[config.mk]
export PLATFORM = sky130hd
export DESIGN_NAME = bir_regs
export DESIGN_NICKNAME = d
export VERILOG_FILES = /design/src/hw/bir_pkg.sv /design/src/hw/bir_regs.sv /design/src/hw/bir_id_word.sv
export SDC_FILE = /design/constraint.sdc
export NUM_CORES = 1
export LEC_CHECK = 0
export ABC_AREA = 1
export BUFFER_PORTS_ARGS = -buffer_cell sky130_fd_sc_hd__buf_2
export CORE_ASPECT_RATIO = 1.5
export CORE_MARGIN = 3
export CORE_UTILIZATION = 30
export DETAILED_ROUTE_END_ITERATION = 12
export SYNTH_ARGS = -nofsm -noshare
export SYNTH_HDL_FRONTEND = slang
export SYNTH_HIERARCHICAL = 1
export SYNTH_SLANG_ARGS = --single-unit
[constraint.sdc]
create_clock -name ref_clk -period 1.8 [get_ports ref_clk]
set_input_delay 0.27 -clock ref_clk [delete_from_list [all_inputs] [get_ports ref_clk]]
set_output_delay 0.27 -clock ref_clk [all_outputs]
set_load 0.05 [all_outputs]
[src/hw/bir_pkg.sv]
// Package with offsets, field layout and reset values of the bus information registers
package bir_pkg;
  localparam int BIR_ADDR_W = 12;
  localparam int BIR_DATA_W = 32;
  localparam int BIR_LEN_W = 16;
  localparam int BIR_MAXB_W = 17;
  localparam int BIR_ID_WORDS = 2;
  // Register byte offsets
  localparam logic [11:0] BIR_OFF_OPTS = 12'h020;
  localparam logic [11:0] BIR_OFF_ID_HIGH = 12'h024;
  localparam logic [11:0] BIR_OFF_ID_LOW = 12'h028;
  localparam logic [11:0] BIR_OFF_ID_STAT = 12'h02C;
  // Bus options field positions
  localparam int BIR_BMC_BIT = 28;
  localparam int BIR_PMC_BIT = 27;
  localparam int BIR_ACC_LSB = 16;
  localparam int BIR_ACC_MSB = 23;
  localparam int BIR_MREC_LSB = 12;
  localparam int BIR_MREC_MSB = 15;
  localparam int BIR_GEN_LSB = 6;
  localparam int BIR_GEN_MSB = 7;
  localparam int BIR_SPD_LSB = 0;
  localparam int BIR_SPD_MSB = 2;
  // Identifier status field positions
  localparam int BIR_STAT_LOCK_BIT = 0;
  localparam int BIR_STAT_EE_BIT = 1;
  // Reset and fixed values
  localparam logic BIR_BMC_RST = 1'b0;
  localparam logic BIR_PMC_RST = 1'b0;
  localparam logic [7:0] BIR_ACC_RST = 8'h00;
  localparam logic [3:0] BIR_MREC_RST = 4'hB;
  localparam logic [3:0] BIR_MREC_MIN = 4'h8;
  localparam logic [1:0] BIR_GEN_RST = 2'h0;
  localparam logic [2:0] BIR_SPD_VAL = 3'h3;
  localparam logic [31:0] BIR_ID_RST = 32'h0000_0000;
  localparam logic [31:0] BIR_ZERO_WORD = 32'h0000_0000;
  // Identifier load state, one-hot
  typedef enum logic [1:0] {
    BIR_ID_EMPTY = 2'b01,
    BIR_ID_LOCKED = 2'b10
  } bir_id_state_type;
endpackage

[src/hw/bir_regs.sv]
// Bus options and unique identifier registers behind an APB slave
//
// The APB slave port was chosen for this implementation.
`timescale 1ns/1ps
// How it works
// - Bus manager capable bit 28 is read/write, resets to zero.
// - Power-management capable bit 27 is read/write, resets to zero.
// - Clock accuracy field bits 23..16 is read/write, resets to 00h.
// - Request size code bits 15..12; bytes are two to code plus one, at least 512.
// - Request size code resets to Bh on hardware reset only, not software reset.
// - Block writes longer than the request byte count may get a type error acknowledge.
// - Reserved bits 26..24, 11..8, 5..3 ignore writes and read zero.
// - Generation bits 7..6 are writable and count up when ROM changed since bus reset.
// - Link speed bits 2..0 are read-only and always return 011b.
// - Identifier high register at 24h holds upper identifier word.
// - Both identifier words clear to zero on hardware reset; zero is invalid.
// - With an EEPROM present the identifier is loaded from the EEPROM interface.
// - After loading, identifier contents are frozen until the next reset.
// - Identifier words also clear on PCIe reset, global reset pin or power-on reset.
// - Identifier low register at 28h holds lower word and behaves like the high one.
module bir_regs
(
  input wire logic ref_clk,
  input wire logic rst_b,
  input wire logic ce,
  input wire logic psel,
  input wire logic penable,
  input wire logic pwrite,
  input wire logic [bir_pkg::BIR_ADDR_W-1:0] paddr,
  input wire logic [bir_pkg::BIR_DATA_W-1:0] pwdata,
  input wire logic [3:0] pstrb,
  output logic [bir_pkg::BIR_DATA_W-1:0] prdata,
  output logic pready,
  output logic pslverr,
  input wire logic sw_reset,
  input wire logic perst_b,
  input wire logic global_reset_pin_b,
  input wire logic por_b,
  input wire logic bus_reset,
  input wire logic rom_changed,
  input wire logic eeprom_present,
  input wire logic ee_load_valid,
  input wire logic [31:0] ee_load_high,
  input wire logic [31:0] ee_load_low,
  input wire logic fw_load_valid,
  input wire logic [31:0] fw_load_high,
  input wire logic [31:0] fw_load_low,
  input wire logic rx_blk_wr_valid,
  input wire logic [bir_pkg::BIR_LEN_W-1:0] rx_blk_wr_len,
  output logic ack_type_error,
  output logic id_locked
);
  import bir_pkg::*;

  // Bus option fields
  logic bmc_q;
  logic bmc_d;
  logic pmc_q;
  logic pmc_d;
  logic [7:0] acc_q;
  logic [7:0] acc_d;
  logic [3:0] mrec_q;
  logic [3:0] mrec_d;
  logic [1:0] gen_q;
  logic [1:0] gen_d;
  logic rom_dirty_q;
  logic rom_dirty_d;
  // Identifier state
  bir_id_state_type id_state_q;
  bir_id_state_type id_state_d;
  logic [31:0] id_word [BIR_ID_WORDS];
  logic [31:0] id_din [BIR_ID_WORDS];
  // APB outputs
  logic [31:0] prdata_q;
  logic [31:0] prdata_d;
  logic pready_q;
  logic pready_d;
  logic pslverr_q;
  logic pslverr_d;
  logic ack_err_q;
  logic ack_err_d;

  // Decode
  wire access_ph = psel & penable;
  wire first_acc = access_ph & ~pready_q;
  wire commit = access_ph & pready_q;
  wire sel_opts = (paddr == BIR_OFF_OPTS);
  wire sel_idh = (paddr == BIR_OFF_ID_HIGH);
  wire sel_idl = (paddr == BIR_OFF_ID_LOW);
  wire sel_stat = (paddr == BIR_OFF_ID_STAT);
  wire hit = sel_opts | sel_idh | sel_idl | sel_stat;
  // Identifier words and status are never written by software
  wire wr_opts = commit & pwrite & sel_opts;
  wire wr_b3 = wr_opts & pstrb[3];
  wire wr_b2 = wr_opts & pstrb[2];
  wire wr_b1 = wr_opts & pstrb[1];
  wire wr_b0 = wr_opts & pstrb[0];

  // Read view; reserved bits and bits 31..29 read zero
  wire [31:0] opts_view = {3'b000, bmc_q, pmc_q, 3'b000, acc_q, mrec_q, 4'h0, gen_q, 3'b000,
                           BIR_SPD_VAL};
  wire [31:0] stat_view = {30'h0000_0000, eeprom_present, id_locked};
  wire [31:0] rd_mux = sel_opts ? opts_view :
                       sel_idh ? id_word[0] :
                       sel_idl ? id_word[1] :
                       sel_stat ? stat_view : BIR_ZERO_WORD;

  assign pready_d = first_acc;
  assign pslverr_d = first_acc & ~hit;
  assign prdata_d = (first_acc & ~pwrite) ? rd_mux : prdata_q;

  always_ff @(posedge ref_clk or negedge rst_b)
  begin
    if (!rst_b)
    begin
      pready_q <= 1'b0;
      pslverr_q <= 1'b0;
      prdata_q <= BIR_ZERO_WORD;
    end
    else if (ce)
    begin
      pready_q <= pready_d;
      pslverr_q <= pslverr_d;
      prdata_q <= prdata_d;
    end
  end

  assign prdata = prdata_q;
  assign pready = pready_q;
  assign pslverr = pslverr_q;

  // Capability bits and accuracy, cleared by software reset as well
  assign bmc_d = sw_reset ? BIR_BMC_RST : (wr_b3 ? pwdata[BIR_BMC_BIT] : bmc_q);
  assign pmc_d = sw_reset ? BIR_PMC_RST : (wr_b3 ? pwdata[BIR_PMC_BIT] : pmc_q);
  assign acc_d = sw_reset ? BIR_ACC_RST : (wr_b2 ? pwdata[BIR_ACC_MSB:BIR_ACC_LSB] : acc_q);

  // Codes below 512 bytes are refused so the field never goes illegal
  wire [3:0] mrec_wr = pwdata[BIR_MREC_MSB:BIR_MREC_LSB];
  wire mrec_ok = (mrec_wr >= BIR_MREC_MIN);
  // Software reset does not touch the request size
  assign mrec_d = (wr_b1 & mrec_ok) ? mrec_wr : mrec_q;

  // ROM change remembered until the next bus reset; a change in the bus reset cycle is used up by that bump
  wire rom_pending = rom_dirty_q | rom_changed;
  assign rom_dirty_d = ~bus_reset & rom_pending;
  wire gen_bump = bus_reset & rom_pending;
  // Software write wins over a bump in the same cycle
  assign gen_d = sw_reset ? BIR_GEN_RST :
                 wr_b0 ? pwdata[BIR_GEN_MSB:BIR_GEN_LSB] :
                 gen_bump ? 2'(gen_q + 2'h1) : gen_q;

  always_ff @(posedge ref_clk or negedge rst_b)
  begin
    if (!rst_b)
    begin
      bmc_q <= BIR_BMC_RST;
      pmc_q <= BIR_PMC_RST;
      acc_q <= BIR_ACC_RST;
      mrec_q <= BIR_MREC_RST;
      gen_q <= BIR_GEN_RST;
      rom_dirty_q <= 1'b0;
    end
    else if (ce)
    begin
      bmc_q <= bmc_d;
      pmc_q <= pmc_d;
      acc_q <= acc_d;
      mrec_q <= mrec_d;
      gen_q <= gen_d;
      rom_dirty_q <= rom_dirty_d;
    end
  end

  // Request length check against two to the code plus one
  wire [4:0] shift_amt = 5'({1'b0, mrec_q} + 5'h01);
  wire [BIR_MAXB_W-1:0] max_bytes = BIR_MAXB_W'(17'h0_0001 << shift_amt);
  wire [BIR_MAXB_W-1:0] len_ext = {1'b0, rx_blk_wr_len};
  assign ack_err_d = rx_blk_wr_valid & (len_ext > max_bytes);

  always_ff @(posedge ref_clk or negedge rst_b)
  begin
    if (!rst_b)
      ack_err_q <= 1'b0;
    else if (ce)
      ack_err_q <= ack_err_d;
  end

  assign ack_type_error = ack_err_q;

  // Identifier reset sources, sampled as synchronous levels
  wire id_clr = ~perst_b | ~global_reset_pin_b | ~por_b;
  // EEPROM has priority; firmware loads count only without one
  wire ld_req = eeprom_present ? ee_load_valid : fw_load_valid;
  wire id_load = (id_state_q == BIR_ID_EMPTY) & ld_req & ~id_clr;

  assign id_din[0] = eeprom_present ? ee_load_high : fw_load_high;
  assign id_din[1] = eeprom_present ? ee_load_low : fw_load_low;

  always_comb
  begin
    case (id_state_q)
      BIR_ID_EMPTY: id_state_d = id_load ? BIR_ID_LOCKED : BIR_ID_EMPTY;
      BIR_ID_LOCKED: id_state_d = id_clr ? BIR_ID_EMPTY : BIR_ID_LOCKED;
      default: id_state_d = BIR_ID_EMPTY;
    endcase
  end

  always_ff @(posedge ref_clk or negedge rst_b)
  begin
    if (!rst_b)
      id_state_q <= BIR_ID_EMPTY;
    else if (ce)
      id_state_q <= id_state_d;
  end

  // One-hot, so the locked bit is the output flop itself
  assign id_locked = id_state_q[1];

  // Both words share one load and one clear so they lock as a pair
  genvar gi;
  generate
    for (gi = 0; gi < BIR_ID_WORDS; gi++)
    begin : g_id
      bir_id_word u_word
      (
        .ref_clk(ref_clk),
        .rst_b(rst_b),
        .ce(ce),
        .clr(id_clr),
        .load(id_load),
        .din(id_din[gi]),
        .word_q(id_word[gi])
      );
    end
  endgenerate
endmodule // bir_regs

[src/hw/bir_id_word.sv]
// One identifier word that is cleared by reset and loaded by the load path only
`timescale 1ns/1ps
module bir_id_word
(
  input wire logic ref_clk,
  input wire logic rst_b,
  input wire logic ce,
  input wire logic clr,
  input wire logic load,
  input wire logic [31:0] din,
  output logic [31:0] word_q
);
  import bir_pkg::*;

  logic [31:0] word_d;

  // Clear wins: a reset event must leave the invalid all-zero value
  assign word_d = clr ? BIR_ID_RST : (load ? din : word_q);

  always_ff @(posedge ref_clk or negedge rst_b)
  begin
    if (!rst_b)
      word_q <= BIR_ID_RST;
    else if (ce)
      word_q <= word_d;
  end
endmodule // bir_id_word

[After elaboration in Yosys (flattened, before gate mapping)]
Cells that the tools add are included.
Operators by class
  $add $sub $neg: 2
  multiply operators: 0
  div/mod/pow operators: 0
  $lt $le $gt $ge: 2
  eq/ne operators: 6
  shifts and indexed selects: 1
  mux-type cells: 23
  bitwise logic cells: 31
  reductions and logical operators: 10
Operator list (number)
  $mux 32: 9
  $eq 12x6->1 const B: 4
  $and 1x1->1: 17
  $gt 16x17->1: 1
  $shl 1x5->17 const A: 1
  $mux 8: 2
  $mux 2: 6
  $reduce_and 2->1: 6
  $not 1->1: 8
  $or 1x1->1: 6
  $reduce_bool 2->1: 3
  $add 4x1->5 const B: 1
  $mux 1: 5
  $ge 4x4->1 const B: 1
  $pmux 2 s2: 1
  $reduce_bool 3->1: 1
  $add 2x1->2 const B: 1
  $eq 2x1->1 const B: 1
  $eq 2x2->1 const B: 1
Word-level totals
  bits in registers: 118
  latch bits: 0
  bits in writable memories: 0
  ROM bits: 0
  output and inout port bits: 36
  word-level logic and storage cells: 88
  memories kept: 0

[Depth between registers and ports, before layout]
Gate-level depths: netlist of run 1.
  word-level depth: 7
  depth in mapped cells: 15
  mapped depth without buffers: 15

[Cells and area by module]
Netlist of run 1, hierarchy kept.
By module, submodules not included
  bir_regs: instances 1, cells an instance 741, area an instance 4540.6 µm²
  bir_id_word: instances 2, cells an instance 144, area an instance 1356.3 µm²

[Worst setup path after synthesis of run 1]
No wires, ideal clock.
  path type: reg-to-reg
  start point: register mrec_q[3]
  end point: register ack_err_q, in the netlist ack_type_error
  data arrival time: 1.687 ns
  required time: 1.682 ns
  slack: -0.005 ns
  stages on the path, launching flop included: 12
  clock period less this slack: 1.805 ns
  cells stage by stage: dfstp_2 -> buf_2 -> clkinv_1 -> nand2_1 -> ha_1 -> a21o_1 -> nor2_1 -> nand3_1 -> nand3_1 -> nand2_1 -> nand2_1 -> nand2_1
On the way
  word-level cells in the longest chain between the ends: 4
Ends and longest elaborated chain
  start, declared: RTL line bir_regs.sv:62  | logic [3:0] mrec_q;
  start signal, assigned: RTL line bir_regs.sv:168  | mrec_q <= mrec_d;
  $add 4x1->5: RTL line bir_regs.sv:175  | wire [4:0] shift_amt = 5'({1'b0, mrec_q} + 5'h01);
  $shl 1x5->17: RTL line bir_regs.sv:176  | wire [BIR_MAXB_W-1:0] max_bytes = BIR_MAXB_W'(17'h0_0001 << shift_amt);
  $gt 16x17->1: RTL line bir_regs.sv:178  | assign ack_err_d = rx_blk_wr_valid & (len_ext > max_bytes);
  $and 1x1->1: RTL line bir_regs.sv:178
  end signal, assigned: RTL line bir_regs.sv:185  | ack_err_q <= ack_err_d;
  end, declared: RTL line bir_regs.sv:80  | logic ack_err_q;
No other way between the ends.
A chain may end at the register's enable or synchronous reset.

[Final worst setup path of run 1]
  start point: register mrec_q[1]
  end point: register ack_err_q, in the netlist ack_type_error
Same word-level chain as after synthesis.

==> results of run 1 <==
-- Yosys cell counts --
cell type,n
a21oi_1,13
nand4_1,70
or2_2,3
nor2_4,3
clkbuf_2,3
o21ai_0,33
buf_6,13
inv_2,6
o21a_1,2
conb_1,1
nor3_4,1
o21ai_1,19
nor2_2,1
nor2_8,3
nor4_1,4
o22ai_1,1
ha_1,18
nand3_2,3
o31ai_1,1
inv_1,45
clkbuf_1,13
nor2_1,53
clkinv_1,1
nand2_2,5
nand3_1,41
inv_6,1
and3_1,2
buf_4,2
xnor2_1,1
a21o_1,2
nand3b_1,9
nor3_1,1
dfstp_2,4
buf_2,26
buf_1,4
nand2_4,5
dfrtp_1,114
nand2_1,500
o21ai_4,2
-- layout make-up --
| type | count | area [sq um] | area share [%] |
|---|---|---|---|
| clock inverter | 11 | 149 | 1.54 |
| sequential | 118 | 2960 | 30.5 |
| multi-input combinational | 799 | 3970 | 40.9 |
| tap | 319 | 399 | 4.12 |
| timing repair buffer | 263 | 1550 | 16.0 |
| clock buffer | 21 | 460 | 4.75 |
| inverter | 53 | 209 | 2.16 |
-- registers in the layout (all words and copies together) (netlist names) --
| register | count |
|---|---|
| mrec_q | 4 |
| bmc_q | 1 |
| pmc_q | 1 |
| acc_q | 8 |
| ack_type_error | 1 |
| id_state_q | 2 |
| prdata | 32 |
| pready | 1 |
| g_id.u_word/word_q | 64 |
| gen_q | 2 |
| rom_dirty_q | 1 |
| pslverr | 1 |
-- worst reg2reg max path: cells and delay by family, from the launching register on --
family,cells,cell delay (ns)
AOI/OAI and AO/OA,1,0.14
adders and majority gates,1,0.21
buffers and inverters,1,0.09
DFF,1,0.59
and+or+nand+nor,10,0.67
-- kinds of logic after synthesis --
group	count (synthesis)	share of synthesized area [%]
other cells	1	0.0517
buf+inv	114	7.92
simple gates	704	42.5
compound gates	73	5.54
flops	118	40.8
fa+ha+maj	18	3.11
xor+xnor	1	0.121
-- routing by layer --
layer	routed length, microns	global-route usage [%]	share of wire (%)
met1	9640	21.6	39
met2	13100	34.1	53
met3	1260	3.09	5.1
met4	895	7.67	3.6
met5	0	0	0
-- path summary, 6_finish.rpt --
check	startpoint	to	cells after the start
worst max-delay path	mrec_q[1]	ack_type_error	13
worst min-delay path	bus_reset	rom_dirty_q	2
worst max register to register	mrec_q[1]	ack_type_error	13
worst min register to register	g_id[1].u_word/word_q[2]	g_id[1].u_word/word_q[2]	2
max in group asynchronous	rst_b	mrec_q[3]	3
min in group asynchronous	rst_b	acc_q[3]	2
-- timing repair --
action                                  4_1_cts  5_1_grt
cloned                                        2        0
hold endpoints to repair                     21        0
setup buffers                                 3        7
pin swaps                                     9       13
endpoints found under the setup margin       65       53
hold buffers                                  1        0
resized for setup                            25       32
-- report_power, final --
| group | total, W | switching, W | internal [W] | leakage (nW) |
|---|---|---|---|---|
| registers | 0.00277 | 0.0000429 | 0.00272 | 1.61 |
| clock network | 0.00350 | 0.00125 | 0.00225 | 0.278 |
| logic | 0.00106 | 0.000647 | 0.000414 | 3.44 |
-- per-stage QoR --
step                hold WS (ns)  util [%]  TNS [ns]
floorplan                -0.0256         -         0
global route              0.0429      40.8    -0.177
CTS                       0.0441      39.8  -0.00341
global placement           0.208      36.6     -2.02
detailed placement         0.212      36.6     -2.12
finish                    0.0552      40.8   -0.0164
==> impl_metrics.csv, run 1 <==
group,metric,value,unit
clock_tree,tritoncts.num_buffers,17,
timing,period_minus_slack,1.82,ns
timing,finalHoldViolCount,0,
worst_setup_path,path_delay_family,"simple AND/OR/NAND/NOR gates",
cells_and_area,n_fill_cell,2483,
cells_and_area,mostFrequentLayoutCell,"nand2_1",
clock_tree,root_buffer,"clkbuf_16",
run,maxCapViolCount,0,
timing,worst_pin_slew,0.607,ns
drt,vias,7544,
placement,globalplace.congestion,0.854,
worst_setup_path,end_kind,"flip-flop",
synthesis,ys_seq_elements,118,
floorplan,rows,69,
synthesis,synth_warnings,6,
status,status,"finished, violations left",
cells_and_area,final_cell_count_no_fill,1584,
cells_and_area,final_nets,1478,
drt,route.detailed.drc,0,
timing,fin_worst_skew,0.00617,ns
worst_setup_path,arrival,2.13,ns
hold_path,hp-class,"input port to flip-flop",
synthesis,synth.avg_cell_area,7.05,sq um
grt,grt-ovfl-total,0,
floorplan,core_area,0.0237,sq mm
drt,drt_wl_total,24900,microns
worst_setup_path,cp_cell_sequence,"inv_2 > nand2_4 > nor2_4 > nand2_1 > ha_4 > a21oi_1 > nor2_1 > nor2_1 > nand3_1 > nand3_1 > nand2_1 > nand2_1 > nand2_1",
pwr,p_total,0.00732,W
placement,pre_cts_ws,-0.0796,ns
synthesis,syn-num-nets,1255,
worst_setup_path,crit_path_top_delay_cell,"dfstp_2",
placement,postPlaceCellArea,0.00869,sq mm
synthesis,synth_cell_types,39,
worst_setup_path,startpoint_type,"flip-flop",
placement,hpwl,18100,microns
cells_and_area,syn2layout_area_growth,33.6,%
synthesis,yosysTopAreaCellShare,39.3,%
clock_tree,path_clk_slew,0.06,ns
clock_tree,cts_buffer_depth,2,
drt,drt_iter0_drc,352,
grt,grt_max_degree,85,
pwr,p_leak,5.33,nW
cells_and_area,antenna_cells,0,
timing,rsz0062_at_grt,"yes",
worst_setup_path,path_common_cell,"nand2_1",
floorplan,ios,244,
clock_tree,cts.sinks,118,
synthesis,yosysSeqAreaShare,40.8,%
worst_setup_path,r2r_setup_slack,-0.02,ns
synthesis,synthTopCellsByArea,"dfrtp_1, nand2_1, nand4_1, ha_1, nand3_1",
timing,slew_headroom,59.4,%
synthesis,synthCells,1029,
cells_and_area,mostFrequentLayoutCells,"nand2_1, buf_2, dfrtp_1",
worst_setup_path,slowest_delay,0.59,ns
clock_tree,cts_tree,"yes",
floorplan,dieArea,0.0261,sq mm
timing,setup_viol_count_final,1,
timing,setup_ws,-0.0164,ns
placement,port_buffers,227,
drt,viasPerCell,4.76,
worst_setup_path,crit_type,"flip-flop to flip-flop",
synthesis,syn_area,0.00725,sq mm
timing,post-route-period-util,101,%
pwr,peakVddDrop,0.666,mV
placement,dp_cells,1539,
grt,antenna_found_initial,0,
clock_tree,htreeDepth,4,
pwr,powerDensity,756,mW/mm^2
grt,grt_pass1_vias,7338,
floorplan,die_w,133,microns
floorplan,die_h,196,microns
timing,max_freq,551,MHz
drt,drtPass1Iterations,4,
worst_setup_path,crit_fanout,4,
synthesis,synth_top_area_cell,"dfrtp_1",
clock_tree,worstSkewPairLatency,0.42,ns
status,violations,"negative setup slack",
drt,ant_nets,0,
floorplan,initial_core_util,30.6,%
cells_and_area,drive_above_1_share,29.2,%
worst_setup_path,crit_buf_inv,1,
worst_setup_path,cp.required,2.11,ns
cells_and_area,fin_area,0.00969,sq mm
drt,wl_per_cell,15.7,microns
grt,grt_pass1_wl,38300,microns
timing,slew_viol_final,0,
grt,grt_usage,18.7,%
Power figures use the tool's default switching activity.
==> run 2, diff against run 1 <==
Settings changed: CORE_UTILIZATION 30 to 40, PLACE_DENSITY set to 0.7.
==> impl_metrics.csv, run 2 (synthesized netlist as in run 1, its figures left out) <==
group,metric,value,unit
status,status,"finished, violations left",
status,violations,"negative setup slack",
worst_setup_path,path_delay_family,"compound AO/OA/AOI/OAI gates",
timing,post-route-period-util,103,%
worst_setup_path,crit_fanout,16,
clock_tree,root_buffer,"clkbuf_16",
floorplan,die_w,116,microns
clock_tree,tritoncts.num_buffers,17,
worst_setup_path,endpoint,"g_id[0].u_word/word_q[13]",
drt,wl_per_cell,15.5,microns
grt,grt_max_degree,85,
clock_tree,worstSkewPairLatency,0.41,ns
timing,slew_viol_final,0,
placement,port_buffers,227,
worst_setup_path,r2r_end,"g_id[0].u_word/word_q[13]",
floorplan,ios,244,
worst_setup_path,rr_worst_depth,6,
cells_and_area,final_nets,1468,
clock_tree,cts_tree,"yes",
cells_and_area,fin_area,0.00929,sq mm
timing,period_minus_slack,1.85,ns
floorplan,dieArea,0.0198,sq mm
timing,worst_pin_slew,0.791,ns
pwr,powerDensity,762,mW/mm^2
timing,fin_worst_skew,0.0100,ns
cells_and_area,final_cell_count_no_fill,1469,
drt,drt_iter0_drc,343,
floorplan,rows,59,
drt,ant_nets,0,
drt,vias,7358,
worst_setup_path,startpoint_type,"flip-flop",
timing,setup_ws,-0.0495,ns
clock_tree,cts.sinks,118,
clock_tree,path_clk_slew,0.06,ns
placement,postPlaceCellArea,0.00856,sq mm
drt,drtPass1Iterations,5,
worst_setup_path,reg2reg_from,"id_state_q[0]",
placement,globalplace.congestion,0.886,
cells_and_area,largest_reg_flops,64,
cells_and_area,mostFrequentLayoutCell,"nand2_1",
grt,grt_usage,22.7,%
worst_setup_path,cp.required,2.10,ns
grt,antenna_found_initial,0,
worst_setup_path,crit_path_top_delay_cell,"dfstp_2",
worst_setup_path,crit_type,"flip-flop to flip-flop",
timing,max_freq,541,MHz
drt,drt_wl_total,22700,microns
grt,grt-ovfl-total,0,
worst_setup_path,end_kind,"flip-flop",
run,maxCapViolCount,0,
cells_and_area,n_fill_cell,1768,
cells_and_area,drive_above_1_share,27.6,%
placement,dp_cells,1432,
pwr,p_leak,5.26,nW
cells_and_area,mostFrequentLayoutCells,"nand2_1, buf_2, dfrtp_1",
worst_setup_path,crit_start,"id_state_q[0]",
worst_setup_path,path_depth,6,
clock_tree,cts_buffer_depth,2,
floorplan,initial_core_util,41.3,%
timing,finalHoldViolCount,0,
timing,slew_headroom,47.3,%
timing,setup_viol_count_final,38,
pwr,peakVddDrop,0.532,mV
grt,grt_pass1_vias,7090,
worst_setup_path,r2r_setup_slack,-0.05,ns
worst_setup_path,cp_cell_sequence,"ha_1 > nand2_1 > a21oi_4 > o21ai_2 > nand2_1 > nand2_1",
clock_tree,htreeDepth,4,
grt,grt_pass1_wl,35200,microns
cells_and_area,regMostFlops,"g_id.u_word/word_q",
floorplan,die_h,171,microns
worst_setup_path,slowest_delay,0.53,ns
placement,hpwl,16900,microns
timing,rsz0062_at_grt,"yes",
worst_setup_path,crit_buf_inv,0,
floorplan,core_area,0.0176,sq mm
worst_setup_path,path_common_cell,"nand2_1",
cells_and_area,syn2layout_area_growth,28.1,%
drt,route.detailed.drc,0,
drt,viasPerCell,5.01,
worst_setup_path,arrival,2.15,ns
hold_path,hp-class,"input port to flip-flop",
run 2: cell types whose count changed in the layout (fill, tap and decap cells not counted), moves of 3 or more:
cell and change:
buf_4 -6, buf_12 -4, nand2_1 +6, nor2_2 +5, clkinv_2 +3, nor2_4 -6, nand2_4 -5, clkinvlp_4 -6
run 2: how the worst min path moves through the flow:
stage	end	slack [ns]	cells after the start	startpoint
floorplan	acc_q[0]	-0.03	0	rst_b
global placement	acc_q[3]	0.25	1	rst_b
detailed placement	acc_q[3]	0.26	1	rst_b
CTS	rom_dirty_q	0.05	2	bus_reset
global route	rom_dirty_q	0.07	2	bus_reset
finish	rom_dirty_q	0.06	2	bus_reset
run 2: what timing repair did:
item	CTS	global route
endpoints found under the setup margin	15	66
buffers inserted	0	1
gates cloned	2	0
endpoints found under the hold margin	29	0
pin swaps	2	6
resized for setup	7	24
hold buffers	1	0
run 2: layer usage:
metal | up-vias | routed length (microns) | GRT usage [%]
met2 | 232 | 11900 | 40.5
met1 | 3335 | 8870 | 26.2
li1 | 3745 | - | -
met4 | 0 | 806 | 9.54
met5 | - | 0 | 0
met3 | 46 | 1170 | 4.10
run 2: cell type report:
type / instances / area [sq um] / share of cell area [%]
clock buffer: 23 / 478 / 5.14
tap: 213 / 267 / 2.87
clock inverter: 9 / 101 / 1.09
antenna: 1 / 2.50 / 0.0269
multi-input combinational: 799 / 3850 / 41.5
inverter: 53 / 209 / 2.25
timing repair buffer: 253 / 1420 / 15.3
sequential: 118 / 2960 / 31.9
run 2: power by group:
group	total (W)	internal (W)	switching (W)
Clock	0.00333	0.00214	0.00119
Combinational	0.000981	0.000373	0.000608
Sequential	0.00277	0.00272	0.0000427
Total	0.00708	0.00523	0.00184
run 2: stage by stage:
step	TNS [ns]	power, W	setup WS [ns]	utilization [%]	hold slack (ns)
4_1_cts	-0.0433	0.00711	-0.0163	52.3	0.0538
2_1_floorplan	0	0.00334	0.0143	-	-0.0256
3_3_place_gp	-0.0327	0.00375	-0.0327	48.7	0.253
5_1_grt	-5.44	0.00735	-0.201	52.9	0.0707
3_5_place_dp	-0.0663	0.00377	-0.0421	48.7	0.256
6_report	-1.22	0.00708	-0.0495	52.9	0.0636
